--- src/design/uorx_pkg.sv ---
// constants, field layouts and carriers of the usb receive-status and channel control slice
// Function
// receive status carries low four frame-number bits, device mode only
// packet status codes 1..7; codes 1,3,4,5,7 raise an interrupt
// data pid reported as two-bit code DATA0/DATA1/DATA2/MDATA
// eleven-bit byte count field in both host and device modes
// pop read returns head entry of receive fifo and removes it
// pop read on empty fifo returns zero, fifo unchanged
// software pops only while receive-fifo-nonempty flag is set
// port connect status reads one while a device is attached
// only the core sets port change flag; software writes one to clear
// software sets channel enable; core clears it when channel finishes
// channel disable stops the channel early; software waits for halt
// periodic channel runs in odd frame if odd bit set, else even
// multi count gives transactions per frame for periodic channels
// transmit fifo free space in words, sixteen bits, resets to 0x0200
// writing one to set-nak sets endpoint nak state
// core sets nak state on transfer complete and on setup received
// endpoint 0 is control type, its disable bit always reads zero
package uorx_pkg;
  // register byte addresses
  localparam logic [19:0] UORX_ADDR_RXPOP   = 20'h3C020;
  localparam logic [19:0] UORX_ADDR_HCCHAR  = 20'h3C500;
  localparam logic [19:0] UORX_ADDR_EP0CTL  = 20'h3CB00;
  localparam logic [19:0] UORX_ADDR_TXSPACE = 20'h3C530;
  localparam logic [19:0] UORX_ADDR_INTSTAT = 20'h3C014;
  localparam logic [19:0] UORX_ADDR_INTCLR  = 20'h3C018;
  localparam logic [19:0] UORX_ADDR_INTEN   = 20'h3C01C;
  localparam logic [19:0] UORX_ADDR_PORT    = 20'h3C440;
  // field positions
  localparam int UORX_HC_ENA    = 31;
  localparam int UORX_HC_DIS    = 30;
  localparam int UORX_HC_ODD    = 29;
  localparam int UORX_EP_ENA    = 31;
  localparam int UORX_EP_SET_NAK   = 27;
  localparam int UORX_EP_CLEAR_NAK   = 26;
  localparam int UORX_EP_STALL  = 21;
  localparam int UORX_EP_SNP    = 20;
  localparam int UORX_EP_NAKST  = 17;
  localparam int UORX_EP_ACTIVE = 15;
  localparam int UORX_PORT_CHG  = 1;
  // interrupt status bit positions
  localparam int UORX_IRQ_RXNE  = 0;
  localparam int UORX_IRQ_PKT   = 1;
  localparam int UORX_IRQ_PORT  = 2;
  localparam int UORX_IRQ_HALT  = 3;
  localparam int UORX_IRQ_W     = 4;
  // reset values and depths
  localparam logic [15:0] UORX_TXSPACE_RST = 16'h0200;
  localparam logic [31:0] UORX_ZERO32      = 32'h0000_0000;
  localparam int          UORX_FIFO_DEPTH  = 4;
  localparam int          UORX_PTR_W       = 2;
  // packet status codes
  typedef enum logic [3:0] {
    UORX_PS_GLOBAL_OUT_NAK_STATUS  = 4'h1,
    UORX_PS_RCV      = 4'h2,
    UORX_PS_XFERDONE = 4'h3,
    UORX_PS_SETUPDN  = 4'h4,
    UORX_PS_TOGGLE_ERROR_STATUS   = 4'h5,
    UORX_PS_SETUP_RECEIVED_STATUS = 4'h6,
    UORX_PS_CHHALT   = 4'h7
  } uorx_packet_status_t;
  // receive status word as carried from the protocol engine
  typedef struct packed {
    logic [6:0]  reserved;
    logic [3:0]  frame_number_low;
    logic [3:0]  packet_status;
    logic [1:0]  data_pid_code;
    logic [10:0] byte_count;
    logic [3:0]  channel_endpoint_number;
  } uorx_rxsts_t;
  // events from the protocol engine
  typedef struct packed {
    logic channel_done;
    logic channel_halted;
    logic ep0_xfer_done;
    logic ep0_setup_rcv;
  } uorx_evt_t;
endpackage : uorx_pkg

--- src/design/uorx_top.sv ---
// receive-status pop, host channel control, endpoint 0 control and tx space report
//
// Added by the designer: the Avalon-MM slave port.
`timescale 1ns/1ps
module uorx_top
  import uorx_pkg::*;
(
  input  wire logic        clk_sys,
  input  wire logic        rst_n,
  // avalon-mm slave
  input  wire logic [19:0] avs_address,
  input  wire logic        avs_read,
  input  wire logic        avs_write,
  input  wire logic [31:0] avs_writedata,
  input  wire logic [3:0]  avs_byteenable,
  output logic      [31:0] avs_readdata,
  output logic             avs_waitrequest,
  // receive status push from the protocol engine
  input  wire logic        rx_push,
  input  uorx_rxsts_t      rx_word,
  output logic             rx_push_ready,
  input  wire logic        device_mode,
  // engine events and levels
  input  uorx_evt_t        evt,
  input  wire logic        port_attached_pin,
  input  wire logic [15:0] tx_space_words,
  input  wire logic        tx_space_load,
  // channel control towards the engine
  output logic             channel_run,
  output logic             channel_stop,
  output logic             channel_odd_frame,
  output logic [1:0]       channel_multi_count,
  output logic             ep0_nak,
  output logic             irq
);

  ////////////////////////////////////////////////////////////////////////
  // bus handshake: one wait cycle, answer on the second edge
  logic        ack_r;
  logic        wait_r;
  logic        req;
  logic        wr_go;
  logic        rd_go;
  logic [31:0] rdata_nxt;
  logic [31:0] avs_readdata_r;

  assign req   = avs_read | avs_write;
  assign wr_go = avs_write & ~ack_r;
  assign rd_go = avs_read & ~ack_r;

  // ack_r marks the cycle in which waitrequest is low; the pin has its own
  // flop so no gate sits between a register and the bus
  always_ff @(posedge clk_sys) begin
    if (!rst_n) begin
      ack_r  <= 1'b0;
      wait_r <= 1'b1;
    end else begin
      ack_r  <= req & ~ack_r;
      wait_r <= ~(req & ~ack_r);
    end
  end

  assign avs_waitrequest = wait_r;
  assign avs_readdata    = avs_readdata_r;

  ////////////////////////////////////////////////////////////////////////
  // receive status fifo, flip-flop storage
  uorx_rxsts_t           fifo_mem_r [UORX_FIFO_DEPTH];
  logic [UORX_PTR_W-1:0] wr_ptr_r;
  logic [UORX_PTR_W-1:0] rd_ptr_r;
  logic [UORX_PTR_W:0]   count_r;
  logic                  fifo_empty;
  logic                  fifo_full;
  logic                  do_push;
  logic                  do_pop;
  logic [UORX_PTR_W:0]   count_nxt;
  logic                  ready_r;
  uorx_rxsts_t           push_word;

  assign fifo_empty = (count_r == '0);
  assign fifo_full  = (count_r == (UORX_PTR_W + 1)'(UORX_FIFO_DEPTH));
  assign do_push    = rx_push & ~fifo_full;
  // pop only on the first cycle of a read to the pop address, never on empty
  assign do_pop     = rd_go & (avs_address == UORX_ADDR_RXPOP) & ~fifo_empty;

  // frame number only meaningful in device mode, zero in host mode
  always_comb begin
    push_word = rx_word;
    push_word.reserved = '0;
    if (!device_mode) begin
      push_word.frame_number_low = '0;
    end
  end

  // storage written at the tail
  always_ff @(posedge clk_sys) begin
    if (do_push) begin
      fifo_mem_r[wr_ptr_r] <= push_word;
    end
  end

  // pointers and fill level
  always_ff @(posedge clk_sys) begin
    if (!rst_n) begin
      wr_ptr_r <= '0;
      rd_ptr_r <= '0;
      count_r  <= '0;
    end else begin
      if (do_push) begin
        wr_ptr_r <= wr_ptr_r + 1'b1;
      end
      if (do_pop) begin
        rd_ptr_r <= rd_ptr_r + 1'b1;
      end
      count_r <= count_nxt;
    end
  end

  // fill level after this edge; push and pop in one cycle leave it unchanged
  always_comb begin
    count_nxt = count_r + (UORX_PTR_W + 1)'(do_push) - (UORX_PTR_W + 1)'(do_pop);
  end

  // ready is a flop loaded with the level the next edge will hold, so it
  // always equals not-full without a gate on the output
  always_ff @(posedge clk_sys) begin
    if (!rst_n) begin
      ready_r <= 1'b1;
    end else begin
      ready_r <= (count_nxt != (UORX_PTR_W + 1)'(UORX_FIFO_DEPTH));
    end
  end

  assign rx_push_ready = ready_r;

  ////////////////////////////////////////////////////////////////////////
  // pin synchroniser for port attach
  logic attach_s1_r;
  logic attach_s2_r;
  logic attach_d_r;

  always_ff @(posedge clk_sys) begin
    if (!rst_n) begin
      attach_s1_r <= 1'b0;
      attach_s2_r <= 1'b0;
      attach_d_r  <= 1'b0;
    end else begin
      attach_s1_r <= port_attached_pin;
      attach_s2_r <= attach_s1_r;
      attach_d_r  <= attach_s2_r;
    end
  end

  // port change flag: core sets on attach or detach edge, write one clears, set wins
  logic port_chg_r;
  logic port_wr;

  assign port_wr = wr_go & (avs_address == UORX_ADDR_PORT);

  always_ff @(posedge clk_sys) begin
    if (!rst_n) begin
      port_chg_r <= 1'b0;
    end else if (attach_s2_r != attach_d_r) begin
      port_chg_r <= 1'b1;
    end else if (port_wr && avs_byteenable[0] && avs_writedata[UORX_PORT_CHG]) begin
      port_chg_r <= 1'b0;
    end
  end

  ////////////////////////////////////////////////////////////////////////
  // host channel characteristics
  logic [31:0] hc_char_r;
  logic        hc_wr;

  assign hc_wr = wr_go & (avs_address == UORX_ADDR_HCCHAR);

  // enable set by software, cleared by the core when done or halted
  always_ff @(posedge clk_sys) begin
    if (!rst_n) begin
      hc_char_r <= UORX_ZERO32;
    end else begin
      if (hc_wr) begin
        for (int b = 0; b < 4; b++) begin
          if (avs_byteenable[b]) begin
            hc_char_r[b*8 +: 8] <= avs_writedata[b*8 +: 8];
          end
        end
        // enable and disable only set by a written one
        hc_char_r[UORX_HC_ENA] <= hc_char_r[UORX_HC_ENA] |
                                  (avs_byteenable[3] & avs_writedata[UORX_HC_ENA]);
        hc_char_r[UORX_HC_DIS] <= hc_char_r[UORX_HC_DIS] |
                                  (avs_byteenable[3] & avs_writedata[UORX_HC_DIS]);
      end
      hc_char_r[16] <= 1'b0;
      // the halt from the engine clears both; it ends an aborted transfer too
      if (evt.channel_done || evt.channel_halted) begin
        hc_char_r[UORX_HC_ENA] <= 1'b0;
        hc_char_r[UORX_HC_DIS] <= 1'b0;
      end
    end
  end

  // engine controls come from flops
  always_ff @(posedge clk_sys) begin
    if (!rst_n) begin
      channel_run         <= 1'b0;
      channel_stop        <= 1'b0;
      channel_odd_frame   <= 1'b0;
      channel_multi_count <= 2'h0;
    end else begin
      channel_run         <= hc_char_r[UORX_HC_ENA] & ~hc_char_r[UORX_HC_DIS];
      channel_stop        <= hc_char_r[UORX_HC_DIS];
      channel_odd_frame   <= hc_char_r[UORX_HC_ODD];
      channel_multi_count <= hc_char_r[21:20];
    end
  end

  ////////////////////////////////////////////////////////////////////////
  // endpoint 0 out control
  logic ep0_ena_r;
  logic ep0_stall_r;
  logic ep0_snoop_r;
  logic ep0_nak_r;
  logic ep_wr;

  assign ep_wr = wr_go & (avs_address == UORX_ADDR_EP0CTL);

  // enable: software sets, core clears on completion or setup
  always_ff @(posedge clk_sys) begin
    if (!rst_n) begin
      ep0_ena_r   <= 1'b0;
      ep0_stall_r <= 1'b0;
      ep0_snoop_r <= 1'b0;
    end else begin
      if (ep_wr && avs_byteenable[3] && avs_writedata[UORX_EP_ENA]) begin
        ep0_ena_r <= 1'b1;
      end else if (evt.ep0_xfer_done || evt.ep0_setup_rcv) begin
        ep0_ena_r <= 1'b0;
      end
      if (ep_wr && avs_byteenable[2]) begin
        ep0_snoop_r <= avs_writedata[UORX_EP_SNP];
        if (avs_writedata[UORX_EP_STALL]) begin
          ep0_stall_r <= 1'b1;
        end
      end
      if (evt.ep0_setup_rcv) begin
        ep0_stall_r <= 1'b0;
      end
    end
  end

  // nak state: core events and set-nak win over clear-nak
  always_ff @(posedge clk_sys) begin
    if (!rst_n) begin
      ep0_nak_r <= 1'b0;
    end else if (evt.ep0_xfer_done || evt.ep0_setup_rcv) begin
      ep0_nak_r <= 1'b1;
    end else if (ep_wr && avs_byteenable[3] && avs_writedata[UORX_EP_SET_NAK]) begin
      ep0_nak_r <= 1'b1;
    end else if (ep_wr && avs_byteenable[3] && avs_writedata[UORX_EP_CLEAR_NAK]) begin
      ep0_nak_r <= 1'b0;
    end
  end

  always_ff @(posedge clk_sys) begin
    if (!rst_n) begin
      ep0_nak <= 1'b0;
    end else begin
      ep0_nak <= ep0_nak_r | ep0_stall_r;
    end
  end

  ////////////////////////////////////////////////////////////////////////
  // transmit fifo space report
  logic [15:0] tx_space_r;

  always_ff @(posedge clk_sys) begin
    if (!rst_n) begin
      tx_space_r <= UORX_TXSPACE_RST;
    end else if (tx_space_load) begin
      tx_space_r <= tx_space_words;
    end
  end

  ////////////////////////////////////////////////////////////////////////
  // interrupts: sticky status except the live nonempty bit, write-one clear, enable mask
  logic [UORX_IRQ_W-1:0] int_stat_r;
  logic [UORX_IRQ_W-1:0] int_en_r;
  logic [UORX_IRQ_W-1:0] int_set;
  logic [UORX_IRQ_W-1:0] int_clr;
  logic                  pkt_irq;
  uorx_packet_status_t          push_sts;

  assign push_sts = uorx_packet_status_t'(push_word.packet_status);
  // status codes that raise an interrupt
  always_comb begin
    case (push_sts)
      UORX_PS_GLOBAL_OUT_NAK_STATUS, UORX_PS_XFERDONE, UORX_PS_SETUPDN,
      UORX_PS_TOGGLE_ERROR_STATUS, UORX_PS_CHHALT: pkt_irq = do_push;
      default:                        pkt_irq = 1'b0;
    endcase
  end

  always_comb begin
    int_set                = '0;
    int_set[UORX_IRQ_PKT]  = pkt_irq;
    int_set[UORX_IRQ_PORT] = attach_s2_r != attach_d_r;
    int_set[UORX_IRQ_HALT] = evt.channel_halted;
  end

  assign int_clr = (wr_go && avs_address == UORX_ADDR_INTCLR && avs_byteenable[0]) ?
                   avs_writedata[UORX_IRQ_W-1:0] : '0;

  // set wins over clear; the nonempty bit is a live level, not sticky
  always_ff @(posedge clk_sys) begin
    if (!rst_n) begin
      int_stat_r <= '0;
    end else begin
      int_stat_r <= (int_stat_r & ~int_clr) | int_set;
      int_stat_r[UORX_IRQ_RXNE] <= ~fifo_empty;
    end
  end

  always_ff @(posedge clk_sys) begin
    if (!rst_n) begin
      int_en_r <= '0;
    end else if (wr_go && avs_address == UORX_ADDR_INTEN && avs_byteenable[0]) begin
      int_en_r <= avs_writedata[UORX_IRQ_W-1:0];
    end
  end

  always_ff @(posedge clk_sys) begin
    if (!rst_n) begin
      irq <= 1'b0;
    end else begin
      irq <= |(int_stat_r & int_en_r);
    end
  end

  ////////////////////////////////////////////////////////////////////////
  // read mux, registered into the answer cycle
  always_comb begin
    rdata_nxt = UORX_ZERO32;
    case (avs_address)
      UORX_ADDR_RXPOP: begin
        if (!fifo_empty) begin
          rdata_nxt = fifo_mem_r[rd_ptr_r];
        end
      end
      UORX_ADDR_HCCHAR:  rdata_nxt = hc_char_r;
      UORX_ADDR_EP0CTL: begin
        rdata_nxt[UORX_EP_ENA]    = ep0_ena_r;
        rdata_nxt[UORX_EP_STALL]  = ep0_stall_r;
        rdata_nxt[UORX_EP_SNP]    = ep0_snoop_r;
        rdata_nxt[UORX_EP_NAKST]  = ep0_nak_r;
        rdata_nxt[UORX_EP_ACTIVE] = 1'b1;
        // disable bit, type field and max packet size read zero
        rdata_nxt[19:18]          = 2'h0;
      end
      UORX_ADDR_TXSPACE: rdata_nxt[15:0] = tx_space_r;
      UORX_ADDR_INTSTAT: rdata_nxt[UORX_IRQ_W-1:0] = int_stat_r;
      UORX_ADDR_INTEN:   rdata_nxt[UORX_IRQ_W-1:0] = int_en_r;
      UORX_ADDR_PORT: begin
        rdata_nxt[UORX_PORT_CHG] = port_chg_r;
        rdata_nxt[0]             = attach_s2_r;
      end
      default:           rdata_nxt = UORX_ZERO32;
    endcase
  end

  always_ff @(posedge clk_sys) begin
    if (!rst_n) begin
      avs_readdata_r <= UORX_ZERO32;
    end else if (rd_go) begin
      avs_readdata_r <= rdata_nxt;
    end
  end

endmodule // uorx_top

--- config.mk ---
export PLATFORM = sky130hd
export DESIGN_NAME = uorx_top
export DESIGN_NICKNAME = d
export VERILOG_FILES = /design/src/design/uorx_pkg.sv /design/src/design/uorx_top.sv
export SDC_FILE = /design/constraint.sdc
export NUM_CORES = 1
export LEC_CHECK = 0
export BUFFER_PORTS_ARGS = -buffer_cell sky130_fd_sc_hd__buf_2
export CORE_MARGIN = 4
export CORE_UTILIZATION = 40
export DETAILED_ROUTE_END_ITERATION = 8
export MAX_ROUTING_LAYER = met4
export SETUP_SLACK_MARGIN = 0.02
export SLEW_MARGIN = 20
export SYNTH_ARGS = -nofsm -noshare
export SYNTH_HDL_FRONTEND = slang
export SYNTH_SLANG_ARGS = --single-unit
export TNS_END_PERCENT = 100
--- constraint.sdc ---
create_clock -name clk_sys -period 2.7 [get_ports clk_sys]
set_input_delay 0.27 -clock clk_sys [delete_from_list [all_inputs] [get_ports clk_sys]]
set_output_delay 0.27 -clock clk_sys [all_outputs]
set_load 0.005 [all_outputs]
---- Word-level counts from Yosys, hierarchy flattened ----
Memory sizes are Yosys's and may differ from the RTL's. A register that Yosys moved wholly into a read port is not among the register bits.
Index checks and enable logic that the tools add are counted.
operators by class
  add/subtract/negate cells ............... 4
  equality and inequality tests ........... 16
  multiplexer cells ....................... 23
  bitwise gates (word level) .............. 26
  reduce and logical (&&, ||, !) cells .... 26
operators by type and width
  operator              number
  $eq 20x18->1 const B  8
  $pmux 11 s3           1
  $mux 32               1
  $pmux 9 s2            1
  $pmux 5 s3            1
  $and 1x1->1           12
  $eq 4x3->1 const B    3
  $pmux 2 s6            1
  $logic_and 1x1->1     11
  $mux 1                10
  $pmux 2 s5            1
  $reduce_and 2->1      5
  $and 4x4->4           2
  $mux 4                2
  $not 1->1             6
  $reduce_or 5->1       1
  $add 2x1->2 const B   2
  $eq 4x1->1 const B    1
  $eq 4x2->1 const B    1
  $mux 2                2
  $not 4->4             1
  $or 1x1->1            4
  $or 4x4->4            1
  $pmux 1 s4            1
  other kinds (13)      16
storage, ports and cells
  register bits ........................... 113
  memory bits (writable) .................. 100
  output and inout port bits .............. 41
  memories ................................ 1
memory list
  name        words  bits a word  rd ports  clocked after memory_dff  write ports  RTL line        text
  fifo_mem_r  4      25           1         1                         1            uorx_top.sv:68  uorx_rxsts_t fifo_mem_r [UORX_FIFO_DEPTH];

---- Logic depth before layout (Yosys ltp) ----
Gate-level depths: netlist of run 1.
  depth after elaboration ................. 8
  mapped depth ............................ 13
  mapped depth without buffers ............ 12

---- Worst setup path after synthesis of run 1 ----
No wires, ideal clock.
  path type ............................... input to register
  start point ............................. input avs_address[6]
  end point ............................... register ready_r (netlist: rx_push_ready)
  library setup time ...................... 122 ps
  arrival ................................. 2574 ps
  required time ........................... 2578 ps
  setup slack ............................. 3 ps
  cell stages on the path ................. 12
  buffers on the path ..................... 0
  cells stage by stage .................... nor4_2 nand4_1 nor3_1 ha_1 inv_1 ha_1 inv_1 fa_1 xor2_1 xnor2_1 nor2_1 nand3b_1
on the way
  cells in the longest elaborated chain, start to end .. 5
ends and longest elaborated chain
  element                   RTL line         text
  start: declaration        uorx_top.sv:11   input wire logic [19:0] avs_address,
  $eq 20x18->1              uorx_top.sv:84   assign do_pop = rd_go & (avs_address == UORX_ADDR_RXPOP) & ~fifo_empty;
  $and 1x1->1 (2 in a row)  uorx_top.sv:84
  via do_pop                uorx_top.sv:75   logic do_pop;
  $sub 3x1->3               uorx_top.sv:121  count_nxt = count_r + (UORX_PTR_W + 1)'(do_push) - (UORX_PTR_W + 1)'(do_pop);
  $ne 3x3->1                uorx_top.sv:130  ready_r <= (count_nxt != (UORX_PTR_W + 1)'(UORX_FIFO_DEPTH));
  end signal: assignment    uorx_top.sv:130
  end: declaration          uorx_top.sv:77   logic ready_r;
The timed path passes the listed nets, and every way through them passes these cells.
A chain may end at the register's enable or synchronous reset.

---- Worst setup path after layout of run 1 ----
  start point ............................. register count_r[1]
  end point ............................... register ready_r (netlist: rx_push_ready)
on the way
  elaborated cells between the ends (all ways) .. 9
  those cells by class .................... 2 x add/sub; 2 x eq/ne; 4 x bitwise; 1 x reduce/logical
RTL lines
  element                   RTL line         text
  start: declaration        uorx_top.sv:71   logic [UORX_PTR_W:0] count_r;
  start signal: assignment  uorx_top.sv:115  count_r <= count_nxt;
  $logic_not 3->1           uorx_top.sv:80   assign fifo_empty = (count_r == '0);
  $not 1->1                 uorx_top.sv:84
  $and 1x1->1               uorx_top.sv:84
  via do_pop                uorx_top.sv:75
  $sub 3x1->3               uorx_top.sv:121
  $ne 3x3->1                uorx_top.sv:130
The timed path passes the listed nets, and every way through them passes these cells.

==> results_dict.tcl, run 1 <==
set metrics [dict create \
    rsz0062_at_grt "no" \
    synth.net_count 757 \
    die-area_um2 23300 \
    synthSimpleGateAreaFrac 0.118 \
    drtIter0Drc 425 \
    tightest_slew_ps 926 \
    grt_pass1_wl_um 32600 \
    post_cts_buffers 0 \
    required_ps 3080 \
    numCtsBuffers 23 \
    irDropWorstVdd_uv 320 \
    synth_top_family_by_area "multiplexers" \
    synth_compound_area_frac 0.0779 \
    num_rows 52 \
    synth_top_cell_by_area "edfxtp_1" \
    end_kind "register" \
    grt_max_degree 73 \
    port_buffers 148 \
    p_per_area_nw_per_um2 683 \
    worstPathArrival_ps 2930 \
    nets 956 \
    max_freq_mhz 393 \
    muxShareOfSynthArea 0.132 \
    cts_buffer_depth 3 \
    crit_path_max_incr_delay_ps 430 \
    grt_pass1_vias 6054 \
    slowest_stage "or3_1" \
    criticalPathCategory "register to register" \
    synth_ff_type "dfxtp_1" \
    leakage_nw 3.98 \
    synth_adder_area_share 0.0114 \
    cap_viol_max_count 0 \
    finalCritPeriodShare 0.943 \
    pin_count 157 \
    layout-drive-gt1-share 0.305 \
    drc 0 \
    clkLatencyLatePin_ps 500 \
    die_x_um 153 \
    start_kind "register" \
    timing.setup.tns_ps 0 \
    worst_r2r_path_depth 12 \
    crit_chain "or3_1 -> nand4_1 -> nor3_2 -> ha_1 -> inv_1 -> ha_1 -> inv_1 -> fa_1 -> xor2_1 -> xnor2_1 -> nor2_1 -> nand3b_1" \
    wirelength_um 21000 \
    cp_max_fo 4 \
    total_power_mw 7.18 \
    async_flop_share 0 \
    grt_antenna_before_repair 2 \
    design_area_um2 10500 \
    yosys.cell_count.top_type "dfxtp_1" \
    dieHeight_um 153 \
    htreeDepth 1 \
    synth_edf_count 100 \
    ant_nets 0 \
    syn-cell-area_um2 8370 \
    netlist_instances 634 \
    outcome "finished clean" \
    num_vias 5872 \
    slew_headroom 0.377 \
    fin_crit_ps 2550 \
    synth_common_cells "dfxtp_1 (114), edfxtp_1 (100), nor2_1 (73)" \
    cts_resized 0 \
    post-dp-hpwl_um 14800 \
    synth.distinct_cells 54 \
    whs_path_depth 3 \
    vias_per_cell 5.24 \
    ys_ff_latch 214 \
    setup_viol 0 \
    overflow 0 \
    synth_top_cell_area_share 0.359 \
    final_core_util 0.514 \
    fin_skew_ps 13.6 \
    cts_tree "done" \
    synth_xor_area_frac 0.00628 \
    firstDrtPassIters 7 \
    coreArea_um2 20400 \
    cts.sinks 214 \
    gp_congestion 0.877 \
    maxSlewViolCount 0 \
    path_clk_slew_ps 60 \
    cts_root_buffer "clkbuf_16" \
    initial_utilization 0.410 \
    yosysWarningCount 0 \
    postSynthAreaPerCell_um2 13.2 \
    finalHoldViolCount 0 \
    syn2layout_area_growth_pct 25.6 \
    ys_seq_area_frac 0.632 \
    grt.total_usage 0.179 \
    synth.area.top_cells "edfxtp_1 (36%), dfxtp_1 (27%), mux4_2 (6.7%)" \
    fillerInstances 1791 \
    routedWlPerCell_um 18.7 \
    place_area_um2 9560 \
    worstHoldPathType "input pin to register" \
]
[placed cells by master, fill, tap and decap left out, types with 6 or more instances in the layout]
master	n
a21oi_1	21
mux2i_1	50
nand2_1	36
ha_1	6
edfxtp_1	100
mux4_2	25
and2_1	18
a31oi_1	6
buf_4	32
nor2_1	73
o21ai_0	22
o21ai_1	6
dlygate4sd3_1	26
a222oi_1	14
nand3_1	14
buf_2	148
nor3_1	6
dfxtp_1	113
clkbuf_1	7
clkbuf_16	23
inv_1	13
a22oi_1	14
[sequential cells by signal, summed over array words and instances (netlist names), 2 cells and up, named ones only]
signal,count
fifo_mem_r,100
avs_readdata,32
hc_char_r,31
tx_space_r,16
int_en_r,4
int_stat_r,4
count_r,3
channel_multi_count,2
rd_ptr_r,2
wr_ptr_r,2
[worst max-delay path, delay by kind of cell (launching register included)]
family                   cells  cell delay, ps
AND/OR/NAND/NOR              5             890
XOR/XNOR                     2             300
adder cells (fa/ha/maj)      3             790
buffers and inverters        2             110
flip-flops                   1             360
[report_power, final]
group | internal [mW] | leakage [nW] | total, mW | switching, mW
Clock | 1.67 | 0.332 | 2.86 | 1.18
Sequential | 3.62 | 1.85 | 3.69 | 0.0723
Combinational | 0.273 | 1.80 | 0.637 | 0.364
Total | 5.56 | 3.98 | 7.18 | 1.62
[stage by stage]
stage          cells  hold WS, ps  setup WS [ps]
6_report        1121         16.4            154
5_1_grt         1121         6.33           20.8
4_1_cts         1119         1.01            151
3_5_place_dp    1052          432          -24.8
3_3_place_gp    1052          420           65.6
2_1_floorplan    634          349           81.0
[metal layers]
layer / GRT usage / up-vias / routed length (um)
met5: - / - / 0
met4: 0.0488 / 0 / 434
met3: 0.0352 / 40 / 1320
met2: 0.283 / 188 / 9910
met1: 0.237 / 2876 / 9300
li1: - / 2768 / -
[cell type report]
class | instances | area (um2) | share of cell area
multi-input combinational | 374 | 2900 | 0.276
clock inverter | 9 | 71.3 | 0.00679
timing repair buffer | 206 | 1240 | 0.118
clock buffer | 32 | 612 | 0.0582
antenna | 2 | 5.00 | 0.000476
tap | 270 | 338 | 0.0321
sequential | 214 | 5290 | 0.503
inverter | 14 | 52.6 | 0.00500
[kinds of logic (layout without fill, tap and decap cells)]
group	after synthesis	in the layout
flops	214	214
simple gates	184	184
compound gates	98	98
mux	79	79
buf+inv	46	261
fa+ha+maj	7	7
xor+xnor	6	6
other cells	0	2
[worst paths after layout]
check | slack [ps] | to | from
max | 150 | rx_push_ready | count_r[1]
min | 20 | hc_char_r[30] | avs_writedata[30]
max reg2reg | 150 | rx_push_ready | count_r[1]
min reg2reg | 440 | attach_s2_r | attach_s1_r
[what timing repair did]
action                     4_1_cts  5_1_grt
hold buffers                    26        0
setup endpoints to repair        0        1
hold endpoints to repair        80        0
No activity file was read; power rests on OpenSTA's default activity.
==> run 2: changes to the inputs <==
ABC_AREA = 1   (was default)
HOLD_SLACK_MARGIN = 0.02   (was default)
==> run 2 against run 1 <==
Against the previous run: global-route usage increased by 1.9 points; sequential power decreased by 2%; clock-buffer cell count decreased by 4.
==> results_dict.tcl, run 2 <==
set metrics [dict create \
    syn-cell-area_um2 9110 \
    syn2layout_area_growth_pct 27.0 \
    p_switching_mw 1.71 \
    path_clk_slew_ps 60 \
    cap_viol_max_count 0 \
    synth_top_cell_by_area "edfxtp_1" \
    drtIter0Drc 538 \
    final_common_cell "nand2_1" \
    cts_root_buffer "clkbuf_16" \
    yosys.cell_count.top_type "nand2_1" \
    fin_skew_ps 8.77 \
    grt.total_usage 0.197 \
    synth_edf_count 100 \
    finalHoldViolCount 0 \
    yosysWarningCount 0 \
    vias_per_cell 4.87 \
    routedWlPerCell_um 16.0 \
    num_antenna_cells 0 \
    htreeDepth 1 \
    num_rows 54 \
    die-area_um2 25200 \
    cp_max_fo 4 \
    synth.area.top_cells "edfxtp_1 (33%), dfxtp_1 (25%), nand2_1 (9.6%)" \
    post-dp-hpwl_um 16500 \
    layout-drive-gt1-share 0.188 \
    synth.net_count 1167 \
    synth_ff_type "dfxtp_1" \
    timing.setup.tns_ps 0 \
    outcome "finished clean" \
    async_flop_share 0 \
    worstPathArrival_ps 2850 \
    clkLatencyLatePin_ps 500 \
    required_ps 3080 \
    irDropWorstVdd_uv 343 \
    firstDrtPassIters 5 \
    end_kind "register" \
    total_power_mw 7.37 \
    num_vias 7572 \
    tightest_slew_ps 733 \
    layout_common_cells "nand2_1 (232), nor2_1 (155), buf_2 (148)" \
    pwr-share-comb 0.094 \
    numCtsBuffers 23 \
    pwr-share-clk 0.414 \
    synth.distinct_cells 40 \
    cts_buffer_depth 3 \
    pin_count 157 \
    worstHoldPathType "input pin to register" \
    r2r_slack_ps 230 \
    overflow 0 \
    fin_crit_ps 2470 \
    power.internal_mw 5.67 \
    grt_pass1_wl_um 39700 \
    die_x_um 159 \
    cts_tree "done" \
    ant_nets 0 \
    fillerInstances 2078 \
    synth_common_cells "nand2_1 (232), nor2_1 (159), dfxtp_1 (114)" \
    start_kind "register" \
    setup_viol 0 \
    max_flop_register "fifo_mem_r" \
    port_buffers 148 \
    grt_pass1_vias 7363 \
    largest_reg_flops 100 \
    ys_seq_area_frac 0.580 \
    rsz0062_at_grt "no" \
    maxSlewViolCount 0 \
    ys_ff_latch 214 \
    wirelength_um 24800 \
    slew_headroom 0.511 \
    initial_utilization 0.412 \
    postSynthAreaPerCell_um2 8.72 \
    grt_antenna_before_repair 0 \
    nets 1382 \
    place_area_um2 10200 \
    criticalPathCategory "register to register" \
    grt_max_degree 73 \
    switching_share 0.232 \
    drc 0 \
    pwr-share-seq 0.492 \
    coreArea_um2 22100 \
    gp_congestion 0.833 \
    max_freq_mhz 405 \
    netlist_instances 1044 \
    dieHeight_um 159 \
    synth_top_cell_area_share 0.330 \
    cts.sinks 214 \
    leakage_nw 5.06 \
    finalCritPeriodShare 0.915 \
    design_area_um2 11600 \
    p_per_area_nw_per_um2 638 \
]
[run 2: cell types whose count changed in the layout (fill, tap and decap cells not counted), moves of 25 or more]
cell,delta
nand2_1,+196
nor2_1,+82
inv_1,+81
o21ai_0,+54
mux2i_1,-50
a21oi_1,+39
dlygate4sd3_1,+38
nand3_1,+35
nand4_1,+30
mux4_2,-25
[run 2: per-stage QoR]
stage               instances  setup WS [ps]  utilization  hold WS, ps
floorplan                1044            267            -          342
global placement         1450           72.9        0.461          409
detailed placement       1450           19.7        0.461          406
finish                   1554            229        0.523         42.8
CTS                      1554            203        0.523         24.7
global route             1554           40.3        0.523         37.2
[run 2: final timing paths]
check,cells after the start,endpoint,startpoint
setup / recovery,13,rx_push_ready,count_r[1]
hold / removal,3,hc_char_r[3],avs_writedata[3]
setup reg to reg,13,rx_push_ready,count_r[1]
hold reg to reg,2,attach_s2_r,attach_s1_r
[run 2: repair_timing]
action	in CTS	in global routing
setup endpoints to repair	0	1
hold endpoints to repair	127	0
buffers inserted	0	0
gates resized for setup	0	1
hold buffers	64	0
[run 2: logic make-up (layout without fill, tap and decap cells)]
kind of cell	after synthesis	count (layout)	share of synthesized area
flip-flops	214	214	0.580
AND/OR/NAND/NOR	511	511	0.251
adder cells (fa/ha/maj)	7	7	0.0104
buffers and inverters	149	379	0.0643
AO/OA/AOI/OAI	161	161	0.0916
XOR/XNOR	2	2	0.00192
[run 2: metal layers]
| metal | global-route usage | wire length [um] | part of all wire | up-vias |
|---|---|---|---|---|
| met4 | 0.0477 | 401 | 0.016 | 0 |
| li1 | - | - | - | 3870 |
| met2 | 0.318 | 11700 | 0.47 | 181 |
| met3 | 0.0298 | 1110 | 0.045 | 26 |
| met5 | - | 0 | 0 | - |
| met1 | 0.265 | 11600 | 0.47 | 3495 |
[run 2: power groups by stage]
stage               Clock (mW)  Sequential (mW)  Combinational, mW
global route              3.26             3.64              0.778
CTS                       3.12             3.63              0.696
detailed placement           0             3.70              0.619
global placement             0             3.69              0.617
finish                    3.05             3.63              0.697
floorplan                    0             3.69              0.327
[run 2: critical path, cell delays in order (launching register included)]
cell and delay [ps]:
dfxtp_1 370, inv_1 90, nand3b_1 190, nand3_2 140
nor2_2 170, ha_1 250, inv_1 50, ha_1 120
inv_1 50, fa_1 380, xnor2_1 170, o21ai_0 100
a21oi_1 190, nand3b_1 100
[run 2: final cells by class]
class	instances	area, um2	area share
Sequential cell	214	5290	0.457
Multi-Input combinational cell	681	3250	0.281
Timing Repair Buffer	234	1560	0.135
Clock buffer	28	594	0.0514
Inverter	105	394	0.0341
Tap cell	280	350	0.0303
Clock inverter	12	128	0.0110
==> run 3: changes to the inputs <==
ABC_AREA = 0   (was 1)
==> run 3 against run 2 <==
Against the previous run: register-to-register slack got worse by 60 ps; clock power decreased by 6%; non-clock buffer count decreased by 3; power decreased by 2.1%; worst setup slack got worse by 63 ps; critical path depth decreased by 1; maximum frequency decreased by 2.5%; cell area decreased by 7.0%; combinational power decreased by 4.7%; routed wire length decreased by 15%; largest cell class unchanged.
==> results_dict.tcl, run 3 (synthesized netlist as in run 1, its figures left out) <==
set metrics [dict create \
    crit_path_max_incr_delay_ps 420 \
    dieHeight_um 153 \
    crit_buf_inv 2 \
    die_x_um 153 \
    pwr-share-seq 0.511 \
    port_buffers 148 \
    grt_pass1_wl_um 33100 \
    start_kind "register" \
    slew_headroom 0.424 \
    max_flop_register "fifo_mem_r" \
    r2r-start "count_r[1]" \
    multi_input_area_um2 2900 \
    clkLatencyLatePin_ps 500 \
    ant_nets 0 \
    drtIter0Drc 451 \
    outcome "finished clean" \
    fin_skew_ps 12.8 \
    finalCritPeriodShare 0.939 \
    reg2reg_to "rx_push_ready" \
    slowest_stage "or3_1" \
    criticalPathCategory "register to register" \
    worstPathArrival_ps 2920 \
    numCtsBuffers 23 \
    gp_congestion 0.877 \
    nets 981 \
    fillerInstances 1761 \
    crit_cells 12 \
    worst_r2r_path_depth 12 \
    setup_viol 0 \
    finalHoldViolCount 0 \
    leakage_nw 4.09 \
    layout-drive-gt1-share 0.296 \
    max_freq_mhz 395 \
    cts.sinks 214 \
    grt_pass1_vias 6121 \
    critical_path.top_delay_family "simple AND/OR/NAND/NOR gates" \
    cts_tree "done" \
    pwr-share-comb 0.092 \
    required_ps 3080 \
    irDropWorstVdd_uv 321 \
    post_cts_buffers 0 \
    htreeDepth 1 \
    pin_count 157 \
    crit_chain "or3_1 -> nand4_1 -> nor3_2 -> ha_1 -> inv_1 -> ha_1 -> inv_1 -> fa_1 -> xor2_1 -> xnor2_1 -> nor2_1 -> nand3b_1" \
    cp_max_fo 4 \
    stdcell_count 1145 \
    final_common_cell "buf_2" \
    cap_viol_max_count 0 \
    place_inst 1052 \
    p_per_area_nw_per_um2 671 \
    fin_crit_ps 2530 \
    die-area_um2 23300 \
    place_area_um2 9560 \
    worstHoldPathType "input pin to register" \
    cts_root_buffer "clkbuf_16" \
    startpoint "count_r[1]" \
    largest_reg_flops 100 \
    design_area_um2 10800 \
    total_power_mw 7.22 \
    vias_per_cell 5.23 \
    syn2layout_area_growth_pct 28.6 \
    post-dp-hpwl_um 14800 \
    firstDrtPassIters 7 \
    p_switching_mw 1.63 \
    whs_path_depth 3 \
    routedWlPerCell_um 18.5 \
    path_clk_slew_ps 60 \
    overflow 0 \
    cts_buffer_depth 3 \
    tightest_slew_ps 856 \
    maxSlewViolCount 0 \
    rsz0062_at_grt "no" \
    grt_max_degree 73 \
    pwr-share-clk 0.397 \
    crit_path_end "rx_push_ready" \
    wirelength_um 21200 \
    timing.setup.tns_ps 0 \
    power.internal_mw 5.59 \
    end_kind "register" \
    coreArea_um2 20400 \
    switching_share 0.226 \
    num_vias 5987 \
    grt.total_usage 0.182 \
    layout_common_cells "buf_2 (148), dfxtp_1 (113), edfxtp_1 (100)" \
    ff_latch_area_um2 5290 \
    num_rows 52 \
    grt_antenna_before_repair 1 \
    drc 0 \
    r2r_slack_ps 170 \
    initial_utilization 0.410 \
]
run 3: cell count changes in the layout (fill, tap and decap cells not counted), sizes merged, moves of 40 or more:
cell,before,now
nand2,238,36
nor2,176,73
inv,102,14
o21ai,85,28
mux2i,0,50
a21oi,61,21
run 3: power by group through the flow:
stage	clock (mW)	sequential, mW	combinational, mW
global route	3.08	3.70	0.728
CTS	2.94	3.69	0.672
finish	2.87	3.69	0.664
floorplan	0	3.74	0.317
detailed placement	0	3.76	0.608
global placement	0	3.74	0.590
run 3: stage by stage:
step                      hold slack [ps]   util  worst slack [ps]
after floorplan                       349      -              81.0
after global placement                420  0.468              65.6
after detailed placement              432  0.468             -24.8
after CTS                            22.2  0.526               151
after global routing                 24.5  0.527              20.8
final                                39.5  0.527               166
run 3: worst reg2reg max path, delay by kind of cell, from the launching register on:
family / cells / cell delay, ps
XOR/XNOR: 2 / 300
adder cells (fa/ha/maj): 3 / 790
buffers and inverters: 2 / 110
flip-flops: 1 / 350
AND/OR/NAND/NOR: 5 / 880
run 3: per-layer routing:
metal,GRT usage,wire (um),vias to the layer above
met5,-,0,-
met4,0.0518,482,0
met3,0.0335,1410,41
met2,0.286,9950,216
met1,0.243,9330,2906
li1,-,-,2824
run 3: final cells by class:
type | instances | share of cell area
repair buffers | 231 | 0.139
clock buffers | 32 | 0.0569
clock inverters | 9 | 0.00663
flip-flops and latches | 214 | 0.491
well taps | 270 | 0.0314
inverters | 14 | 0.00489
diodes | 1 | 0.000233
multi-input cells | 374 | 0.270
run 3: what timing repair did:
item                       CTS  global route
hold endpoints to repair   111             0
gates resized for setup      0             0
hold buffers                51             0
setup endpoints to repair    0             1
run 3: how the worst min path moves through the flow:
stage | start | endpoint | slack [ps]
after floorplan | evt[0] | ep0_stall_r | 350
after global placement | attach_s1_r | attach_s2_r | 420
after detailed placement | attach_s1_r | attach_s2_r | 430
after CTS | avs_writedata[4] | hc_char_r[4] | 20
after global routing | avs_writedata[17] | hc_char_r[17] | 20
final | avs_writedata[17] | hc_char_r[17] | 40
